File: src/bfs_pkg.sv
// Package: constants, map and carrier types of the buck fault supervisor
package bfs_pkg;

  // Clock and timing
  localparam int CLK_HZ = 25_000_000;             // System clock rate
  localparam int DEFAULT_FSW_KHZ = 450;           // Switching rate with frequency_set_pin open
  localparam int DEFAULT_OSC_DIV = CLK_HZ / (DEFAULT_FSW_KHZ * 1000); // Clocks per switching cycle
  localparam int SYNC_LOCK_EDGES = 16;            // External edges before hand-over
  localparam int HICCUP_CYCLES = 32768;           // Switching cycles of hiccup pause
  localparam int PGOOD_DELAY_CYCLES = 1024;       // Switching cycles before power-good release
  localparam int SYNC_LOSS_MULT = 2;              // Missing-edge window in internal periods

  // Register map, byte addresses
  localparam logic [7:0] OFF_CTRL = 8'h00;        // Enable
  localparam logic [7:0] OFF_FREQ = 8'h04;        // Programmed oscillator divider
  localparam logic [7:0] OFF_STATUS = 8'h08;      // Live state
  localparam logic [7:0] OFF_FAULT = 8'h0c;       // Sticky faults, write one to clear

  // Field positions
  localparam int CTRL_EN_BIT = 0;
  localparam int FAULT_SHORT_BIT = 0;
  localparam int FAULT_RUNAWAY_BIT = 1;
  localparam int FAULT_UV_BIT = 2;
  localparam int FAULT_THERM_BIT = 3;
  localparam int STATUS_MODE_LSB = 8;
  localparam int STATUS_PG_BIT = 12;
  localparam int STATUS_EXT_BIT = 13;
  localparam int STATUS_LIMLO_BIT = 14;
  localparam int STATUS_LATCH_BIT = 15;

  // Reset values and response codes
  localparam logic CTRL_EN_RST = 1'h1;
  localparam logic [15:0] FREQ_RST = 16'(DEFAULT_OSC_DIV);
  localparam logic [1:0] RESP_OKAY = 2'h0;
  localparam logic [1:0] RESP_SLVERR = 2'h2;

  // Gate-drive resistor codes
  localparam logic [1:0] DLR_OPEN = 2'h0;         // High limits, hiccup
  localparam logic [1:0] DLR_174K = 2'h1;         // High limits, latch-off
  localparam logic [1:0] DLR_61K9 = 2'h2;         // Low limits, hiccup
  localparam logic [1:0] DLR_26K1 = 2'h3;         // Low limits, latch-off

  // Sequencer states
  typedef enum logic [6:0] {
    BFS_OFF     = 7'h01,
    BFS_SHORT   = 7'h02,
    BFS_SOFT    = 7'h04,
    BFS_RUN     = 7'h08,
    BFS_HICCUP  = 7'h10,
    BFS_LATCHED = 7'h20,
    BFS_THERMAL = 7'h40
  } bfs_state_e_t;

  // Light-load modes
  typedef enum logic [2:0] {
    BFS_MODE_SKIP = 3'h1,                         // pulse_skip_mode
    BFS_MODE_PWM  = 3'h2,
    BFS_MODE_NNC  = 3'h4                          // no_negative_current_mode
  } bfs_mode_t;

  // Comparator and pin inputs from the power stage
  typedef struct packed {
    logic uvlo_ok;        // Supplies and enable above lockout
    logic dl_short;       // low_side_gate_drive shorted to switch_node
    logic fset_open;      // frequency_set_pin unconnected
    logic mode_gnd;       // Mode/sync pin at signal_ground
    logic mode_vcc;       // Mode/sync pin at internal supply
    logic sync_in;        // Mode/sync pin logic level
    logic hs_peak;        // High-side current above peak limit
    logic hs_runaway;     // High-side current above runaway limit
    logic vout_lt68;      // Output below 68 percent
    logic vout_gt955;     // Output above 95.5 percent
    logic vout_lt925;     // Output below 92.5 percent
    logic ss_done;        // Soft-start ramp finished
    logic temp_hot;       // Junction above shutdown point
    logic temp_cool;      // Junction fallen by the hysteresis
    logic pwm_req;        // Modulator requests a high-side pulse
    logic [1:0] dl_res;   // Gate-drive resistor code
  } bfs_ana_t;

  // Drive outputs to the power stage
  typedef struct packed {
    logic hs_gate;        // High-side switch on
    logic ls_gate;        // Low-side switch on
    logic ss_run;         // Soft-start ramp enabled
    logic limit_low;      // Lower current limit pair selected
    logic osc_ext;        // Oscillator follows external clock
    bfs_mode_t mode;      // Active light-load mode
    logic pg_out;         // Power-good pin output value
    logic pg_oe;          // Power-good output enable, low drives pin
  } bfs_drv_t;

  // Whole module state
  typedef struct packed {
    bfs_ana_t s1;
    bfs_ana_t s2;
    bfs_ana_t s3;
    bfs_ana_t in;         // Filtered inputs
    bfs_state_e_t st;
    bfs_mode_t mode;
    logic forced_pwm;
    logic latch_mode;
    logic limit_low;
    logic started;
    logic ext_lock;
    logic [4:0] sync_edges;
    logic [16:0] sync_gap;
    logic [15:0] osc_cnt;
    logic [15:0] hic_cnt;
    logic [10:0] pg_cnt;
    logic pg;
    logic ctrl_en;
    logic [15:0] osc_div;
    logic [3:0] fault;
    logic aw_got;
    logic w_got;
    logic [7:0] awaddr;
    logic [31:0] wdata;
    logic [3:0] wstrb;
    logic awready;
    logic wready;
    logic arready;
    logic bvalid;
    logic [1:0] bresp;
    logic rvalid;
    logic [31:0] rdata;
    logic [1:0] rresp;
    bfs_drv_t drv;
  } bfs_state_t;

endpackage

File: src/bfs_supervisor.sv
// Sequencing, fault and power-good supervisor with AXI4-Lite registers
`timescale 1ns/1ns
`default_nettype none

// Function
// - Switch to external clock after 16 edges
// - External clock forces fixed-frequency PWM mode
// - Clock removed: internal rate, stay PWM
// - Open frequency pin gives 450kHz default
// - Gate-to-switch short blocks startup entirely
// - Peak current ends high-side pulse each cycle
// - One runaway detection triggers overload response
// - Output below 68% after soft-start faults
// - Hiccup pauses 32768 cycles then retries
// - Latch-off stays off until power cycle
// - Gate-drive resistor picks limits and response
// - Power-good releases 1024 cycles after 95.5%
// - Power-good low below 92.5%
// - Power-good low during thermal shutdown
// - Prebias: switches off until first pulse
// - Thermal shutdown, restart soft-start after cooling
// - Floating mode pin reads as no clock
// - Mode pin latched once at lockout release
module bfs_supervisor #(
  parameter int HICCUP_CYCLES = bfs_pkg::HICCUP_CYCLES,
  parameter int PGOOD_DELAY = bfs_pkg::PGOOD_DELAY_CYCLES,
  parameter int SYNC_EDGES = bfs_pkg::SYNC_LOCK_EDGES
) (
  input wire logic aclk,
  input wire logic aresetn,
  input wire bfs_pkg::bfs_ana_t ana_in,
  output var bfs_pkg::bfs_drv_t drv_out,
  input wire logic [7:0] s_axi_awaddr,
  input wire logic s_axi_awvalid,
  output var logic s_axi_awready,
  input wire logic [31:0] s_axi_wdata,
  input wire logic [3:0] s_axi_wstrb,
  input wire logic s_axi_wvalid,
  output var logic s_axi_wready,
  output var logic [1:0] s_axi_bresp,
  output var logic s_axi_bvalid,
  input wire logic s_axi_bready,
  input wire logic [7:0] s_axi_araddr,
  input wire logic s_axi_arvalid,
  output var logic s_axi_arready,
  output var logic [31:0] s_axi_rdata,
  output var logic [1:0] s_axi_rresp,
  output var logic s_axi_rvalid,
  input wire logic s_axi_rready
);

  // Register word index; 4 means unmapped
  function automatic logic [2:0] reg_sel(input logic [7:0] addr);
    case (addr)
      bfs_pkg::OFF_CTRL: reg_sel = 3'h0;
      bfs_pkg::OFF_FREQ: reg_sel = 3'h1;
      bfs_pkg::OFF_STATUS: reg_sel = 3'h2;
      bfs_pkg::OFF_FAULT: reg_sel = 3'h3;
      default: reg_sel = 3'h4;
    endcase
  endfunction

  // Byte-lane merge of a write
  function automatic logic [31:0] merge(input logic [31:0] old, input logic [31:0] data, input logic [3:0] strb);
    merge = old;
    for (int i = 0; i < 4; i++) begin
      if (strb[i]) begin
        merge[i*8 +: 8] = data[i*8 +: 8];
      end
    end
  endfunction

  localparam logic [15:0] HIC_LAST = 16'(HICCUP_CYCLES - 1);   // Last hiccup cycle
  localparam logic [10:0] PG_LAST = 11'(PGOOD_DELAY - 1);      // Last power-good delay cycle
  localparam logic [4:0] EDGE_LAST = 5'(SYNC_EDGES - 1);       // Last edge before lock
  localparam logic [15:0] DIV_DEFAULT = 16'(bfs_pkg::DEFAULT_OSC_DIV);

  bfs_pkg::bfs_state_t q_r;   // Whole state
  bfs_pkg::bfs_state_t q_nxt; // Next state

  logic sync_rise;            // Filtered external clock edge
  logic tick;                 // One switching cycle elapsed
  logic [15:0] div_now;       // Active internal divider
  logic [16:0] gap_limit;     // Missing-edge window
  logic active;               // Soft-start or running
  logic fault_evt;            // Overload response request
  logic [31:0] status;        // Status word
  logic [31:0] wword;         // Merged write word
  logic [3:0] fset;           // Fault flags set this cycle
  logic [3:0] fclr;           // Fault flags cleared by software
  logic wr_go;                // Write executes this cycle
  logic [31:0] rd_word;       // Read mux

  // All next-state logic
  always_comb begin
    q_nxt = q_r;
    fset = 4'h0;
    fclr = 4'h0;
    wword = 32'h0;
    rd_word = 32'h0;

    // Three-stage sampling; a change counts when stages two and three agree
    q_nxt.s1 = ana_in;
    q_nxt.s2 = q_r.s1;
    q_nxt.s3 = q_r.s2;
    for (int b = 0; b < $bits(bfs_pkg::bfs_ana_t); b++) begin
      if (q_r.s2[b] == q_r.s3[b]) begin
        q_nxt.in[b] = q_r.s3[b];
      end
    end

    // Resistor divider unless pin open
    div_now = q_r.in.fset_open ? DIV_DEFAULT : q_r.osc_div;
    gap_limit = 17'(div_now) * 17'(bfs_pkg::SYNC_LOSS_MULT);

    // External clock edge: pull-down keeps a floating pin low, so no edges
    sync_rise = q_nxt.in.sync_in & ~q_r.in.sync_in;

    // Edge counting and loss detection on the mode/sync pin
    if (sync_rise) begin
      q_nxt.sync_gap = 17'h0;
      if (!q_r.ext_lock) begin
        if (q_r.sync_edges == EDGE_LAST) begin
          q_nxt.ext_lock = 1'b1;
          q_nxt.forced_pwm = 1'b1;
        end else begin
          q_nxt.sync_edges = q_r.sync_edges + 5'h1;
        end
      end
    end else if (q_r.sync_gap >= gap_limit) begin
      // Clock gone: back to internal rate, PWM stays sticky
      q_nxt.ext_lock = 1'b0;
      q_nxt.sync_edges = 5'h0;
    end else begin
      q_nxt.sync_gap = q_r.sync_gap + 17'h1;
    end

    // Switching cycle tick from the active oscillator
    tick = 1'b0;
    if (q_r.ext_lock) begin
      tick = sync_rise;
      q_nxt.osc_cnt = 16'h0;
    end else if (q_r.osc_cnt >= div_now - 16'h1) begin
      tick = 1'b1;
      q_nxt.osc_cnt = 16'h0;
    end else begin
      q_nxt.osc_cnt = q_r.osc_cnt + 16'h1;
    end

    active = (q_r.st == bfs_pkg::BFS_SOFT) || (q_r.st == bfs_pkg::BFS_RUN);
    fault_evt = active && q_r.in.hs_runaway;
    if (q_r.st == bfs_pkg::BFS_RUN && q_r.in.vout_lt68) begin
      fault_evt = 1'b1;
    end

    // Sequencer
    case (q_r.st)
      bfs_pkg::BFS_OFF: begin
        q_nxt.hic_cnt = 16'h0;
        if (q_r.in.uvlo_ok && q_r.ctrl_en) begin
          // Mode pin and gate-drive resistor sampled once here
          if (q_r.in.mode_gnd) begin
            q_nxt.mode = bfs_pkg::BFS_MODE_PWM;
          end else if (q_r.in.mode_vcc) begin
            q_nxt.mode = bfs_pkg::BFS_MODE_NNC;
          end else begin
            q_nxt.mode = bfs_pkg::BFS_MODE_SKIP;
          end
          q_nxt.latch_mode = (q_r.in.dl_res == bfs_pkg::DLR_174K) || (q_r.in.dl_res == bfs_pkg::DLR_26K1);
          q_nxt.limit_low = (q_r.in.dl_res == bfs_pkg::DLR_61K9) || (q_r.in.dl_res == bfs_pkg::DLR_26K1);
          if (q_r.in.dl_short) begin
            q_nxt.st = bfs_pkg::BFS_SHORT;
            fset[bfs_pkg::FAULT_SHORT_BIT] = 1'b1;
          end else if (q_r.in.temp_hot) begin
            q_nxt.st = bfs_pkg::BFS_THERMAL;
          end else begin
            q_nxt.st = bfs_pkg::BFS_SOFT;
          end
        end
      end
      bfs_pkg::BFS_SHORT: begin
        // No soft-start while the short stands
        if (!q_r.in.uvlo_ok || !q_r.ctrl_en) begin
          q_nxt.st = bfs_pkg::BFS_OFF;
        end
      end
      bfs_pkg::BFS_SOFT, bfs_pkg::BFS_RUN: begin
        if (!q_r.in.uvlo_ok || !q_r.ctrl_en) begin
          q_nxt.st = bfs_pkg::BFS_OFF;
        end else if (q_r.in.temp_hot) begin
          q_nxt.st = bfs_pkg::BFS_THERMAL;
          fset[bfs_pkg::FAULT_THERM_BIT] = 1'b1;
        end else if (fault_evt) begin
          q_nxt.hic_cnt = 16'h0;
          q_nxt.st = q_r.latch_mode ? bfs_pkg::BFS_LATCHED : bfs_pkg::BFS_HICCUP;
          fset[bfs_pkg::FAULT_RUNAWAY_BIT] = q_r.in.hs_runaway;
          fset[bfs_pkg::FAULT_UV_BIT] = ~q_r.in.hs_runaway;
        end else if (q_r.st == bfs_pkg::BFS_SOFT && q_r.in.ss_done) begin
          q_nxt.st = bfs_pkg::BFS_RUN;
        end
      end
      bfs_pkg::BFS_HICCUP: begin
        // Counts active-oscillator cycles, then retries soft-start
        if (!q_r.in.uvlo_ok || !q_r.ctrl_en) begin
          q_nxt.st = bfs_pkg::BFS_OFF;
        end else if (tick) begin
          if (q_r.hic_cnt == HIC_LAST) begin
            q_nxt.st = bfs_pkg::BFS_SOFT;
            q_nxt.hic_cnt = 16'h0;
          end else begin
            q_nxt.hic_cnt = q_r.hic_cnt + 16'h1;
          end
        end
      end
      bfs_pkg::BFS_LATCHED: begin
        // Only a reset, the supply cycle, leaves here
        q_nxt.st = bfs_pkg::BFS_LATCHED;
      end
      bfs_pkg::BFS_THERMAL: begin
        if (!q_r.in.uvlo_ok || !q_r.ctrl_en) begin
          q_nxt.st = bfs_pkg::BFS_OFF;
        end else if (q_r.in.temp_cool && !q_r.in.temp_hot) begin
          q_nxt.st = bfs_pkg::BFS_SOFT;
        end
      end
      default: begin
        q_nxt.st = bfs_pkg::BFS_OFF;
      end
    endcase

    // Prebias: no switching until the first modulator pulse request
    if (!active || q_nxt.st != q_r.st) begin
      q_nxt.started = 1'b0;
    end else if (q_r.in.pwm_req) begin
      q_nxt.started = 1'b1;
    end

    // Power-good delay and drop
    if (q_r.in.vout_lt925 || q_r.in.temp_hot || q_r.st == bfs_pkg::BFS_THERMAL) begin
      q_nxt.pg = 1'b0;
      q_nxt.pg_cnt = 11'h0;
    end else if (!q_r.in.vout_gt955) begin
      q_nxt.pg_cnt = 11'h0;
    end else if (!q_r.pg && tick) begin
      if (q_r.pg_cnt == PG_LAST) begin
        q_nxt.pg = 1'b1;
      end else begin
        q_nxt.pg_cnt = q_r.pg_cnt + 11'h1;
      end
    end

    // Gate drives; peak limit cuts the high-side pulse at once
    q_nxt.drv.hs_gate = active && q_nxt.started && q_r.in.pwm_req && !q_r.in.hs_peak
                        && !fault_evt && q_nxt.st == q_r.st;
    q_nxt.drv.ls_gate = active && q_nxt.started && !q_r.in.pwm_req && q_nxt.st == q_r.st;
    q_nxt.drv.ss_run = (q_nxt.st == bfs_pkg::BFS_SOFT) || (q_nxt.st == bfs_pkg::BFS_RUN);
    q_nxt.drv.limit_low = q_nxt.limit_low;
    q_nxt.drv.osc_ext = q_nxt.ext_lock;
    q_nxt.drv.mode = q_nxt.forced_pwm ? bfs_pkg::BFS_MODE_PWM : q_nxt.mode;
    q_nxt.drv.pg_out = 1'b0;
    q_nxt.drv.pg_oe = q_nxt.pg;

    // Status word
    status = 32'h0;
    status[6:0] = q_r.st;
    status[bfs_pkg::STATUS_MODE_LSB +: 3] = q_r.drv.mode;
    status[bfs_pkg::STATUS_PG_BIT] = q_r.pg;
    status[bfs_pkg::STATUS_EXT_BIT] = q_r.ext_lock;
    status[bfs_pkg::STATUS_LIMLO_BIT] = q_r.limit_low;
    status[bfs_pkg::STATUS_LATCH_BIT] = q_r.latch_mode;

    // Write address and data taken in either order
    if (s_axi_awvalid && q_r.awready) begin
      q_nxt.aw_got = 1'b1;
      q_nxt.awaddr = s_axi_awaddr;
    end
    if (s_axi_wvalid && q_r.wready) begin
      q_nxt.w_got = 1'b1;
      q_nxt.wdata = s_axi_wdata;
      q_nxt.wstrb = s_axi_wstrb;
    end
    wr_go = q_r.aw_got && q_r.w_got && !q_r.bvalid;
    if (wr_go) begin
      q_nxt.aw_got = 1'b0;
      q_nxt.w_got = 1'b0;
      q_nxt.bvalid = 1'b1;
      q_nxt.bresp = bfs_pkg::RESP_OKAY;
      case (reg_sel(q_r.awaddr))
        3'h0: begin
          wword = merge({31'h0, q_r.ctrl_en}, q_r.wdata, q_r.wstrb);
          q_nxt.ctrl_en = wword[bfs_pkg::CTRL_EN_BIT];
        end
        3'h1: begin
          wword = merge({16'h0, q_r.osc_div}, q_r.wdata, q_r.wstrb);
          q_nxt.osc_div = (wword[15:0] == 16'h0) ? 16'h1 : wword[15:0];
        end
        3'h2: begin
          wword = 32'h0;
        end
        3'h3: begin
          wword = merge(32'h0, q_r.wdata, q_r.wstrb);
          fclr = wword[3:0];
        end
        default: begin
          q_nxt.bresp = bfs_pkg::RESP_SLVERR;
        end
      endcase
    end
    if (q_r.bvalid && s_axi_bready) begin
      q_nxt.bvalid = 1'b0;
    end
    q_nxt.awready = !q_nxt.aw_got && !q_nxt.bvalid;
    q_nxt.wready = !q_nxt.w_got && !q_nxt.bvalid;

    // Sticky faults: a set in the clearing cycle wins
    q_nxt.fault = (q_r.fault & ~fclr) | fset;

    // Read channel, one outstanding
    if (s_axi_arvalid && q_r.arready) begin
      q_nxt.rvalid = 1'b1;
      q_nxt.rresp = bfs_pkg::RESP_OKAY;
      case (reg_sel(s_axi_araddr))
        3'h0: rd_word = {31'h0, q_r.ctrl_en};
        3'h1: rd_word = {16'h0, q_r.osc_div};
        3'h2: rd_word = status;
        3'h3: rd_word = {28'h0, q_r.fault};
        default: begin
          rd_word = 32'h0;
          q_nxt.rresp = bfs_pkg::RESP_SLVERR;
        end
      endcase
      q_nxt.rdata = rd_word;
    end else if (q_r.rvalid && s_axi_rready) begin
      q_nxt.rvalid = 1'b0;
    end
    q_nxt.arready = !q_nxt.rvalid;
  end

  // State register with synchronous reset
  always_ff @(posedge aclk) begin
    if (!aresetn) begin
      q_r <= '0;
      q_r.st <= bfs_pkg::BFS_OFF;
      q_r.mode <= bfs_pkg::BFS_MODE_SKIP;
      q_r.drv.mode <= bfs_pkg::BFS_MODE_SKIP;
      q_r.ctrl_en <= bfs_pkg::CTRL_EN_RST;
      q_r.osc_div <= bfs_pkg::FREQ_RST;
      q_r.awready <= 1'b1;
      q_r.wready <= 1'b1;
      q_r.arready <= 1'b1;
    end else begin
      q_r <= q_nxt;
    end
  end

  // Outputs straight from the state flops
  assign drv_out = q_r.drv;
  assign s_axi_awready = q_r.awready;
  assign s_axi_wready = q_r.wready;
  assign s_axi_bvalid = q_r.bvalid;
  assign s_axi_bresp = q_r.bresp;
  assign s_axi_arready = q_r.arready;
  assign s_axi_rvalid = q_r.rvalid;
  assign s_axi_rdata = q_r.rdata;
  assign s_axi_rresp = q_r.rresp;

endmodule

`default_nettype wire

File: config.mk
export PLATFORM = sky130hd
export DESIGN_NAME = bfs_supervisor
export DESIGN_NICKNAME = d
export VERILOG_FILES = /design/src/bfs_pkg.sv /design/src/bfs_supervisor.sv
export SDC_FILE = /design/constraint.sdc
export NUM_CORES = 1
export LEC_CHECK = 0
export BUFFER_PORTS_ARGS = -buffer_cell sky130_fd_sc_hd__buf_4
export CAP_MARGIN = 25
export CORE_MARGIN = 1
export CORE_UTILIZATION = 30
export DETAILED_ROUTE_END_ITERATION = 10
export SYNTH_ARGS = -nofsm -noshare
export SYNTH_HDL_FRONTEND = slang
export SYNTH_SLANG_ARGS = --single-unit
File: constraint.sdc
create_clock -name aclk -period 5.7 [get_ports aclk]
set_input_delay 0.285 -clock aclk [delete_from_list [all_inputs] [get_ports aclk]]
set_output_delay 0.285 -clock aclk [all_outputs]
set_load 0.1 [all_outputs]
==> metrics.md, run 1 <==
| Metric | Value |
|---|---|
| Clock buffer depth | `3` |
| Drt pass-1 iters | `5` |
| Global routing usage summed across all routing layers | `14.2%` |
| Number of DRC violations after detailed routing | `0` |
| Number of cells after detailed placement | `1697` |
| Multiplexer fraction of the synthesized cell area | `0.937%` |
| Count of different cell masters after synthesis | `71` |
| Unrepaired setup endpoints after global routing | `no` |
| Vias after detailed routing | `8556` |
| Net switching fraction of the power | `22.8%` |
| Post-synthesis share of cell area spent on full adders, half adders and majority gates | `4.43%` |
| Final ANT Viol Nets | `0` |
| Final cycle utilization of the critical path | `about 83%` |
| Crit Path Max Fanout | `29` |
| Die outline area | `35500 µm²` |
| Effective utilization at floorplan | `between 30% and 40%` |
| Final total negative setup slack | `0 ps` |
| Clock buffer count from CTS | `24` |
| Via count of the first global-routing pass | `8020` |
| Number of sinks on the clock net | `227` |
| Pwr per Cell Area | `a little under 300 nW/µm²` |
| Async S/R FF share, synth | `0%` |
| Most frequent cells after synthesis | `dfxtp_1, nand2_1, nor2_1, a21oi_1, and2_1` |
| Data arrival time of the critical path | `5170 ps` |
| Setup Buffers After CTS | `0` |
| Relative contribution of combinational cells to total power | `6.6%` |
| Logic depth of the worst register-to-register path | `14` |
| Post-cts repair resize count | `0` |
| Setup slack of the most critical reg-to-reg path | `960 ps` |
| Register bit total from synthesis | `227` |
| Filler Cell Count | `3520` |
| Die H | `approximately 190 µm` |
| Crit Path Category | `flip-flop to flip-flop` |
| Critical Path RT | `6130 ps` |
| Iteration-0 DRC count of the detailed router | `455` |
| Worst Clk Skew | `approximately 16 ps` |
| Gate count of the mapped netlist | `approximately 1200` |
| Area share of the largest cell type after synthesis | `between 40% and 50%` |
| Clock Pin Slew Worst Setup and Hold Paths | `roughly 60 ps` |
| Pins over their slew limit | `0` |
| Hold Fails Final Rpt | `0` |
| Sequential standard cell area | `4540 µm²` |
| Share of cells above drive strength 1 | `between 10% and 20%` |
| Final setup violation count | `0` |
| Clk pwr share | `47.1%` |
| Placeable core region | `roughly 34000 µm²` |
| Cell types with the largest area share after synthesis | `dfxtp_1, nand2_1, a21oi_1, nor2_1, ha_1` |
| Number of antenna violations at the first check in global routing | `0` |
| Via-to-Cell Ratio | `4.86` |
| Largest area contributor in the synthesized netlist | `dfxtp_1` |
| Worst-skew pair later-pin latency | `~520 ps` |
| Post-synthesis xor/xnor area fraction | `roughly 4.2%` |
| Commonest register cell after synthesis | `dfxtp_1` |
| Maximum level of the CTS H-tree | `1` |
| Synth warnings | `0` |
| Avg Synthesized Cell Area | `8.41 µm²` |
| Post-synth EDFFs | `0` |
| P_int | `~2.8 mW` |
| Max-capacitance violation count | `0` |
| Half-perimeter wire length after detailed placement | `approximately 19000 µm` |
| Placement-stage worst setup slack | `1060 ps` |
| Number of placement rows | `67` |
| Total wire length after detailed routing | `25600 µm` |
| Area of the mapped netlist | `10400 µm²` |
| Cell depth of the worst hold path | `3` |
| Worst hold start | `s_axi_wstrb[0]` |
| Drt wl/cell | `14.5 µm` |
| Main combinational cell family by area after synthesis | `simple AND/OR/NAND/NOR gates` |
| Routability-driven placement congestion ratio | `0.866` |
| Post-Synth Simple-Gate Area | `26.3%` |
| Tightest Hold Check Type | `input pin to flip-flop` |
| Reg-to-reg endpoint | `q_r[128]$_SDFFE_PP0P_` |
| Net switching power | `0.815 mW` |
| Share of synthesized area occupied by flip-flops and latches | `43.6%` |
| Fraction of the mapped netlist area in compound gates | `between 10% and 20%` |
| Global-route wire length before repair | `~41000 µm` |
| CTS tree | `built` |
| Sort of element at the end of the critical path | `flip-flop` |
| Startpoint of the lowest-slack register-to-register path | `q_r[213]$_SDFFE_PN0N_` |
| Critical path startpoint category | `flip-flop` |
| Min cycle time layout | `4740 ps` |
| Leakage dissipation | `4.72 nW` |
| Maximum clock rate | `0.211 GHz` |
| Worst IR Drop VDD | `0.200 mV` |
| Total area of multi-input combinational cells | `5300 µm²` |
| GRT overflow | `0` |
| Synthesis-to-finish area growth | `17.4%` |
| Cell chosen for the clock root | `clkbuf_16` |
| I/O pin total | `127` |
| Cell with the most instances after synthesis | `dfxtp_1` |
| Result of the run | `finished, final reports clean` |
| Final WS setup | `958 ps` |
| Slew of the pin with the lowest slew margin | `890 ps` |
| Number of nets in the layout | `~1400` |
| Number of I/O port buffers | `89` |
| Maximum number of pins on one net before global-route repair | `80` |
| Final core utilization | `36.1%` |
| Overall Power | `3.57 mW` |
| Antenna diode count | `0` |
| Worst slew slack as a fraction of its limit | `39.9%` |
| Non-filler instance count after layout | `1760` |
| Die Width | `188 µm` |
| Power share of the sequential group | `46.3%` |
| Endpoint of the worst hold-timing path | `q_r[51]$_SDFFE_PN0P_` |
## timing repair
item                                    CTS  global route
hold buffers                             18             0
endpoints found under the setup margin    0             0
endpoints found under the hold margin    18             0
## per-stage QoR
step | cell area (µm²) | hold WS [ps]
detailed placement | 11200 | 417
CTS | 12200 | 0.248
global placement | 11200 | 414
global route | 12200 | 20.7
floorplan | 10500 | 412
finish | 12200 | 16.0
## state kept, by name (all words and copies together), names as in the netlist, 9 cells and up
register	cells
drv_out	9
q_nxt	34
q_r	161
s_axi_rdata	16
## per-layer routing
| layer | global-route usage, % | share of wire [%] |
|---|---|---|
| met5 | 0 | 0 |
| met4 | 5.06 | 3.0 |
| met3 | 2.24 | 4.8 |
| met2 | 23.6 | 47 |
| met1 | 18.5 | 46 |
## worst max-delay path: stages, from the launching register on
cell and delay (ps):
dfxtp_1 580, nor2_1 370, ha_1 290, nand3_1 150, nor3b_1 400, nand2_1 100, mux2_2 300, ha_1 310
nand4_1 120, nor3_2 300, a32oi_1 300, a2111oi_4 680, nand2_1 240, or3_1 350, a21oi_1 150
## how the worst max path moves through the flow
stage	end	slack (ps)	from	cells past startpoint
6_report	q_r[128]$_SDFFE_PP0P_	960	q_r[213]$_SDFFE_PN0N_	14
3_3_place_gp	q_r[124]$_SDFFE_PP0P_	1110	q_r[213]$_SDFFE_PN0N_	14
5_1_grt	q_r[128]$_SDFFE_PP0P_	570	q_r[213]$_SDFFE_PN0N_	14
3_5_place_dp	q_r[128]$_SDFFE_PP0P_	1060	q_r[213]$_SDFFE_PN0N_	14
4_1_cts	q_r[124]$_SDFFE_PP0P_	990	q_r[213]$_SDFFE_PN0N_	14
2_1_floorplan	q_r[124]$_SDFFE_PP0P_	1700	q_r[213]$_SDFFE_PN0N_	17
## cell usage in the layout (no fill, tap or decap), types with 25 or more instances in the layout
master / synthesis / routed
dfxtp_1: 227 / 227
nand2_1: 166 / 166
nor2_1: 125 / 125
a21oi_1: 112 / 112
buf_4: 48 / 93
and2_1: 60 / 60
nand3_1: 49 / 49
o21ai_0: 46 / 46
ha_1: 36 / 36
xor2_1: 33 / 33
clkbuf_16: 0 / 25
## power groups by stage
stage / registers (mW) / logic (mW) / clock network [mW]
2_1_floorplan: 1.70 / 0.156 / 0
3_3_place_gp: 1.69 / 0.225 / 0
3_5_place_dp: 1.69 / 0.227 / 0
4_1_cts: 1.65 / 0.237 / 1.72
5_1_grt: 1.66 / 0.253 / 1.79
6_report: 1.65 / 0.235 / 1.68
## logic make-up after synthesis
group           count (synthesis)
compound gates                242
simple gates                  553
flops                         227
fa+ha+maj                      37
buf+inv                       121
xor+xnor                       50
other cells                     1
mux                             8
## final cells by class
type,count,area share (%)
Clock buffer,37,5.97
Clock inverter,7,1.14
Inverter,20,0.614
Multi-Input combinational cell,909,43.3
Sequential cell,227,37.1
Tap cell,448,4.58
Timing Repair Buffer,112,7.22
(Power assumes the default switching activity.)
==> inputs of run 2 (changes only) <==
--- a/config.mk
+++ b/config.mk
@@ -5,6 +5,7 @@
 export SDC_FILE = /design/constraint.sdc
 export NUM_CORES = 1
 export LEC_CHECK = 0
+export ABC_AREA = 1
 export BUFFER_PORTS_ARGS = -buffer_cell sky130_fd_sc_hd__buf_4
 export CAP_MARGIN = 25
 export CORE_MARGIN = 1
==> constraint.sdc (replaced) <==
create_clock -name aclk -period 4.11 [get_ports aclk]
set_input_delay 0.2055 -clock aclk [delete_from_list [all_inputs] [get_ports aclk]]
set_output_delay 0.2055 -clock aclk [all_outputs]
set_load 0.1 [all_outputs]
==> metrics.md, run 2 <==
| Metric | Value |
|---|---|
| Die outline area | `37100 µm² (+4.5%)` |
| Pwr per Cell Area | `387 nW/µm² (+33%)` |
| Pins over their slew limit | `0 (unchanged)` |
| Number of nets in the layout | `1736 (+23%)` |
| Data arrival time of the critical path | `4160 ps (-1010 ps)` |
| Final core utilization | `36.8% (+0.69 points)` |
| Placeable core region | `35700 µm² (+5.3%)` |
| Share of cells above drive strength 1 | `11.3% (-0.34 points)` |
| Share of synthesized area occupied by flip-flops and latches | `41.7% (-1.9 points)` |
| Maximum number of pins on one net before global-route repair | `68 (-15%)` |
| Area of all placed cells without fillers | `13100 µm² (+7.3%)` |
| Avg Synthesized Cell Area | `7.15 µm² (-15%)` |
| Crit Path Category | `flip-flop to flip-flop` |
| Violated checks | `design-rule violations` |
| Clock buffer count from CTS | `26 (+8.3%)` |
| Worst-skew pair later-pin latency | `540 ps (+20 ps)` |
| Max reg flops | `161 (unchanged)` |
| Number of antenna violations at the first check in global routing | `0 (unchanged)` |
| Critical path startpoint category | `flip-flop` |
| Final cycle utilization of the critical path | `89.7% (+6.5 points)` |
| Filler Cell Count | `3759 (+6.8%)` |
| Min cycle time layout | `3690 ps (-1060 ps)` |
| Worst IR Drop VDD | `0.292 mV (+46%)` |
| Tightest Hold Check Type | `input pin to flip-flop` |
| Most frequent cells in the layout | `nand2_1, dfxtp_1, inv_1` |
| Sort of element at the end of the critical path | `flip-flop` |
| Final setup violation count | `0 (unchanged)` |
| Area of the mapped netlist | `10900 µm² (+4.6%)` |
| I/O pin total | `127 (unchanged)` |
| Clock Pin Slew Worst Setup and Hold Paths | `60 ps (about the same)` |
| Cell with the most instances after synthesis | `nand2_1` |
| Register bit total from synthesis | `227 (unchanged)` |
| Post-synth EDFFs | `0 (unchanged)` |
| Result of the run | `complete, but fails checks` |
| Slew of the pin with the lowest slew margin | `677 ps (-214 ps)` |
| Commonest register cell after synthesis | `dfxtp_1` |
| Effective utilization at floorplan | `30.6% (-0.21 points)` |
| Commonest non-fill, non-tap cell in the layout | `nand2_1` |
| Global-route wire length before repair | `43900 µm (+6.1%)` |
| Area share of the largest cell type after synthesis | `41.7% (-1.9 points)` |
| Maximum clock rate | `0.271 GHz (+29%)` |
| Crit Path Max Fanout | `11 (-62%)` |
| Critical Path RT | `4580 ps (-1550 ps)` |
| Synth warnings | `0 (unchanged)` |
| Async S/R FF share, synth | `0% (unchanged)` |
| Synthesis-to-finish area growth | `20.5%` |
| Via-to-Cell Ratio | `4.60 (-5.4%)` |
| Number of DRC violations after detailed routing | `6 (+6)` |
| Hold Fails Final Rpt | `0 (unchanged)` |
| Via count of the first global-routing pass | `8921 (+11%)` |
| CTS tree | `built` |
| Final ANT Viol Nets | `0 (unchanged)` |
| Number of placement rows | `69 (+3.0%)` |
| Worst Clk Skew | `8.83 ps (-6.98 ps)` |
| Cell chosen for the clock root | `clkbuf_16` |
| Die H | `193 µm (+2.2%)` |
| Vias after detailed routing | `9671 (+13%)` |
| Number of I/O port buffers | `89 (unchanged)` |
| Routability-driven placement congestion ratio | `0.888 (+2.5%)` |
| Maximum level of the CTS H-tree | `1 (unchanged)` |
| Half-perimeter wire length after detailed placement | `19900 µm (+7.3%)` |
| Largest area contributor in the synthesized netlist | `dfxtp_1` |
| Max-capacitance violation count | `0 (unchanged)` |
| Overall Power | `5.08 mW (+42%)` |
| Total area of multi-input combinational cells | `5100 µm² (-3.8%)` |
| Final total negative setup slack | `0 ps (unchanged)` |
| Clock buffer depth | `3 (unchanged)` |
| Total wire length after detailed routing | `26900 µm (+5.0%)` |
| Most frequent cells after synthesis | `nand2_1, dfxtp_1, inv_1, nor2_1, a21oi_1` |
| Sequential standard cell area | `4550 µm² (about the same)` |
| Die Width | `193 µm (+2.2%)` |
| Largest register by flop count | `q_r` |
| Global routing usage summed across all routing layers | `14.6% (+0.47 points)` |
| Cell types with the largest area share after synthesis | `dfxtp_1, nand2_1, inv_1, nor2_1, a21oi_1` |
| Drt pass-1 iters | `8 (+3)` |
| Gate count of the mapped netlist | `1524 (+23%)` |
| Count of different cell masters after synthesis | `48 (-32%)` |
| Unrepaired setup endpoints after global routing | `no` |
| Worst slew slack as a fraction of its limit | `54.8% (+15 points)` |
| Number of sinks on the clock net | `227 (unchanged)` |
| Post-detailed-placement cell area | `11700 µm² (+5.1%)` |
| Iteration-0 DRC count of the detailed router | `561 (+23%)` |
| GRT overflow | `0 (unchanged)` |
| Drt wl/cell | `12.8 µm (-12%)` |
| Leakage dissipation | `5.71 nW (+21%)` |
| Antenna diode count | `0 (unchanged)` |
[run 2: final cells by class]
| cell class | instances | share of cell area, % |
|---|---|---|
| clock buffer | 40 | 6.04 |
| tap | 461 | 4.39 |
| clock inverter | 7 | 0.886 |
| multi-input combinational | 1010 | 38.9 |
| timing repair buffer | 142 | 8.98 |
| inverter | 217 | 6.20 |
| sequential | 227 | 34.6 |
[run 2: logic make-up after synthesis]
| group | synth area share (%) |
|---|---|
| AO/OA/AOI/OAI | 13.4 |
| AND/OR/NAND/NOR | 24.9 |
| multiplexers | 0.0919 |
| XOR/XNOR | 3.38 |
| other | 0.0344 |
| buffers and inverters | 12.3 |
| flip-flops | 41.7 |
| adder cells (fa/ha/maj) | 4.23 |
[run 2: per-stage QoR]
step	hold slack (ps)	std cells	worst slack, ps
after detailed placement	390	2012	269
after global placement	387	2012	315
after CTS	142	2104	255
final	163	2104	425
after global routing	215	2104	39.8
after floorplan	303	1542	885
[run 2: power breakdown]
group	switching, mW	internal (mW)
Sequential	0.0430	2.26
Clock	0.916	1.46
Combinational	0.277	0.126
[run 2: timing repair]
item                                    in CTS  in global routing
endpoints found under the setup margin       0                 25
hold endpoints to repair                    45                  0
hold buffers                                45                  0
gates resized for setup                      0                  5
buffers inserted                             0                  0
[run 2: final timing paths]
| check | to | cells past startpoint | slack, ps | start |
|---|---|---|---|---|
| worst max-delay path | q_r[135]$_SDFFE_PN0P_ | 26 | 420 | q_r[103]$_SDFFE_PN1P_ |
| worst min register to register | q_nxt[219]$_SDFF_PN0_ | 2 | 410 | q_nxt[236]$_SDFF_PN0_ |
| worst min-delay path | q_r[89]$_SDFFE_PN0P_ | 3 | 160 | s_axi_awvalid |
| worst max register to register | q_r[135]$_SDFFE_PN0P_ | 26 | 420 | q_r[103]$_SDFFE_PN1P_ |
[run 2: layer usage]
layer | up-vias | routed length (µm) | global-route usage (%)
met3 | 51 | 968 | 1.76
met5 | - | 0 | 0
met1 | 4412 | 12400 | 18.7
met4 | 0 | 866 | 4.94
met2 | 187 | 12600 | 25.3
li1 | 5021 | - | -
[run 2: critical path, cell delays in order (launching register included)]
cell and delay [ps]:
dfxtp_1 350, nor2_2 180, inv_1 90, nor3_2 180, nand3_1 100, inv_1 110, nand3_1 120, nor3_2 200
nand2_1 120, inv_1 90, nand4_1 90, xor2_1 160, ha_1 310, nand2_1 50, inv_1 60, nand3_1 80
nor3_1 140, nand2_1 80, nand2_2 130, inv_1 100, nor2_4 160, nand2_1 90, nand2_2 90, buf_4 200
nand2_2 70, xor2_1 140, nor2_1 100
==> inputs of run 3 (changes only) <==
--- a/config.mk
+++ b/config.mk
@@ -10,6 +10,7 @@
 export CAP_MARGIN = 25
 export CORE_MARGIN = 1
 export CORE_UTILIZATION = 30
+export CTS_BUF_LIST = sky130_fd_sc_hd__clkbuf_8
 export DETAILED_ROUTE_END_ITERATION = 10
 export SYNTH_ARGS = -nofsm -noshare
 export SYNTH_HDL_FRONTEND = slang
==> constraint.sdc (replaced) <==
create_clock -name aclk -period 3.8 [get_ports aclk]
set_input_delay 0.19 -clock aclk [delete_from_list [all_inputs] [get_ports aclk]]
set_output_delay 0.19 -clock aclk [all_outputs]
set_load 0.1 [all_outputs]
==> metrics.md, run 3 (same netlist as run 2, synthesis figures left out) <==
| Metric | Value |
|---|---|
| Worst Clk Skew | `33.6 ps (+24.7 ps)` |
| Net switching fraction of the power | `25.3% (+0.96 points)` |
| Maximum number of pins on one net before global-route repair | `66 (-2.9%)` |
| Fin Hold WS | `117 ps (-46.0 ps)` |
| GRT overflow | `0 (unchanged)` |
| Crit path buffers/inverters | `8 (+2)` |
| Max stage delay cell, worst path | `dfxtp_1` |
| Data arrival time of the critical path | `3940 ps (-220 ps)` |
| Effective utilization at floorplan | `30.6% (unchanged)` |
| Overall Power | `5.33 mW (+4.9%)` |
| Routability-driven placement congestion ratio | `0.895 (+0.80%)` |
| Slew of the pin with the lowest slew margin | `700 ps (+23.4 ps)` |
| Crit Path Max Fanout | `5 (-6)` |
| Number of sinks on the clock net | `227 (unchanged)` |
| Antenna diode count | `0 (unchanged)` |
| Die Width | `193 µm (unchanged)` |
| Worst-skew pair later-pin latency | `560 ps (+20 ps)` |
| Clock buffer count from CTS | `39 (+50%)` |
| Final setup violation count | `0 (unchanged)` |
| Sort of element at the end of the critical path | `flip-flop` |
| Via-to-Cell Ratio | `4.58 (-0.43%)` |
| Global-route wire length before repair | `43700 µm (-0.36%)` |
| Global routing usage summed across all routing layers | `14.6% (-0.024 points)` |
| Synthesis-to-finish area growth | `21.0%` |
| Post-detailed-placement cell area | `11800 µm² (+0.57%)` |
| Pwr per Cell Area | `404 nW/µm² (+4.4%)` |
| Tightest Hold Check Type | `input pin to flip-flop` |
| Power share of the sequential group | `46.8% (+1.4 points)` |
| Number of nets in the layout | `1759 (+1.3%)` |
| Largest register by flop count | `q_r` |
| Vias after detailed routing | `9771 (+1.0%)` |
| Area of all placed cells without fillers | `13200 µm² (+0.42%)` |
| Most common cell on crit path | `inv_1` |
| Final ANT Viol Nets | `0 (unchanged)` |
| Maximum clock rate | `0.288 GHz (+6.2%)` |
| Result of the run | `complete, but fails checks` |
| Pins over their slew limit | `0 (unchanged)` |
| Iteration-0 DRC count of the detailed router | `621 (+11%)` |
| Final cycle utilization of the critical path | `91.3% (+1.6 points)` |
| Min cycle time layout | `3470 ps (-216 ps)` |
| Via count of the first global-routing pass | `9130 (+2.3%)` |
| Drt pass-1 iters | `9 (+1)` |
| Max-capacitance violation count | `0 (unchanged)` |
| Worst slew slack as a fraction of its limit | `53.2% (-1.6 points)` |
| I/O pin total | `127 (unchanged)` |
| CTS tree | `built` |
| Maximum level of the CTS H-tree | `2 (+1)` |
| Delay-heaviest family, CP | `simple AND/OR/NAND/NOR gates` |
| Clock Pin Slew Worst Setup and Hold Paths | `60 ps (about the same)` |
| Clock buffer depth | `3 (unchanged)` |
| P_int | `3.98 mW (+3.5%)` |
| Share of cells above drive strength 1 | `12.9% (+1.6 points)` |
| Worst IR Drop VDD | `0.322 mV (+10%)` |
| Commonest non-fill, non-tap cell in the layout | `nand2_1` |
| Critical Path RT | `4270 ps (-310 ps)` |
| Net switching power | `1.35 mW (+9.0%)` |
| Number of antenna violations at the first check in global routing | `0 (unchanged)` |
| Die H | `193 µm (unchanged)` |
| Unrepaired setup endpoints after global routing | `yes` |
| Number of I/O port buffers | `89 (unchanged)` |
| Largest stage delay on the critical path | `360 ps (about the same)` |
| Drt wl/cell | `12.5 µm (-2.1%)` |
| Crit Path Category | `flip-flop to flip-flop` |
| Half-perimeter wire length after detailed placement | `19700 µm (-1.0%)` |
| Cell chosen for the clock root | `clkbuf_8` |
| Relative contribution of combinational cells to total power | `8.2% (+0.3 points)` |
| Leakage dissipation | `5.80 nW (+1.5%)` |
| Hold Fails Final Rpt | `0 (unchanged)` |
| Total wire length after detailed routing | `26700 µm (-0.63%)` |
| Number of DRC violations after detailed routing | `6 (unchanged)` |
| Violated checks | `design-rule violations` |
| Number of placement rows | `69 (unchanged)` |
| Clk pwr share | `45.0% (-1.7 points)` |
| Most frequent cells in the layout | `nand2_1, dfxtp_1, inv_1` |
| Die outline area | `37100 µm² (unchanged)` |
| Placeable core region | `35700 µm² (unchanged)` |
| Max reg flops | `161 (unchanged)` |
| Critical path startpoint category | `flip-flop` |
-- run 3: changes by cell type in the layout (fill, tap and decap cells not counted), sizes merged --
cell / previous run / this run
clkinvlp: 1 / 0
inv: 215 / 225
clkinv: 6 / 7
clkbuf: 40 / 50
buf: 97 / 107
bufinv: 2 / 3
-- run 3: final cells by class --
type	instances	area [µm²]
fill	3681	22500
inverter	217	815
clock buffer	50	688
multi-input combinational	1010	5120
sequential	227	4550
tap	461	577
timing repair buffer	152	1260
clock inverter	18	181
-- run 3: layer usage --
layer	GRT usage [%]	vias to the layer above	part of all wire [%]
met5	0	-	0
li1	-	5075	-
met4	6.09	0	3.2
met1	18.1	4449	45
met2	24.9	200	47
met3	2.45	47	4.7
-- run 3: what timing repair did --
action | 4_1_cts | 5_1_grt
buffers inserted | 0 | 1
resized for setup | 0 | 11
endpoints found under the setup margin | 0 | 38
endpoints found under the hold margin | 48 | 0
hold buffers | 45 | 0
-- run 3: worst paths after layout --
path	start	endpoint	slack [ps]	cells after the start
worst max register to register	q_r[103]$_SDFFE_PN1P_	q_r[138]$_SDFFE_PN0P_	330	25
worst min register to register	q_nxt[233]$_SDFF_PN0_	q_nxt[216]$_SDFF_PN0_	410	2
worst max-delay path	q_r[103]$_SDFFE_PN1P_	q_r[138]$_SDFFE_PN0P_	330	25
worst min-delay path	s_axi_awvalid	q_r[90]$_SDFFE_PN0P_	120	3
-- run 3: power groups by stage --
stage	Clock (mW)	Combinational (mW)	Sequential [mW]
final	2.40	0.436	2.50
after global routing	2.59	0.479	2.50
after CTS	2.48	0.438	2.49
after detailed placement	0	0.400	2.55
after global placement	0	0.396	2.55
after floorplan	0	0.290	2.56
-- run 3: per-stage QoR --
| stage | setup WS, ps | util, % | instances | setup TNS (ps) |
|---|---|---|---|---|
| 2_1_floorplan | 575 | - | 1542 | 0 |
| 3_3_place_gp | 287 | 33.1 | 2021 | 0 |
| 3_5_place_dp | 199 | 33.1 | 2021 | 0 |
| 4_1_cts | 171 | 36.8 | 2134 | 0 |
| 5_1_grt | -58.1 | 37.0 | 2135 | -124 |
| 6_report | 331 | 37.0 | 2135 | 0 |
-- run 3: worst register-to-register path, stage by stage, from the launching register on --
cell,delay (ps)
dfxtp_1,360
nor2_2,130
inv_1,80
nor3_2,140
nand3_1,120
inv_2,90
nand3_2,100
nor3_4,210
nand2_1,110
inv_1,80
nand4_1,90
xor2_1,170
ha_1,300
nand2_1,70
inv_1,50
nand3_1,90
inv_1,50
a21oi_1,170
nand2_2,150
inv_2,120
nor2_4,50
buf_4,160
o21ai_4,160
buf_4,170
a21oi_1,40
nor3_1,140
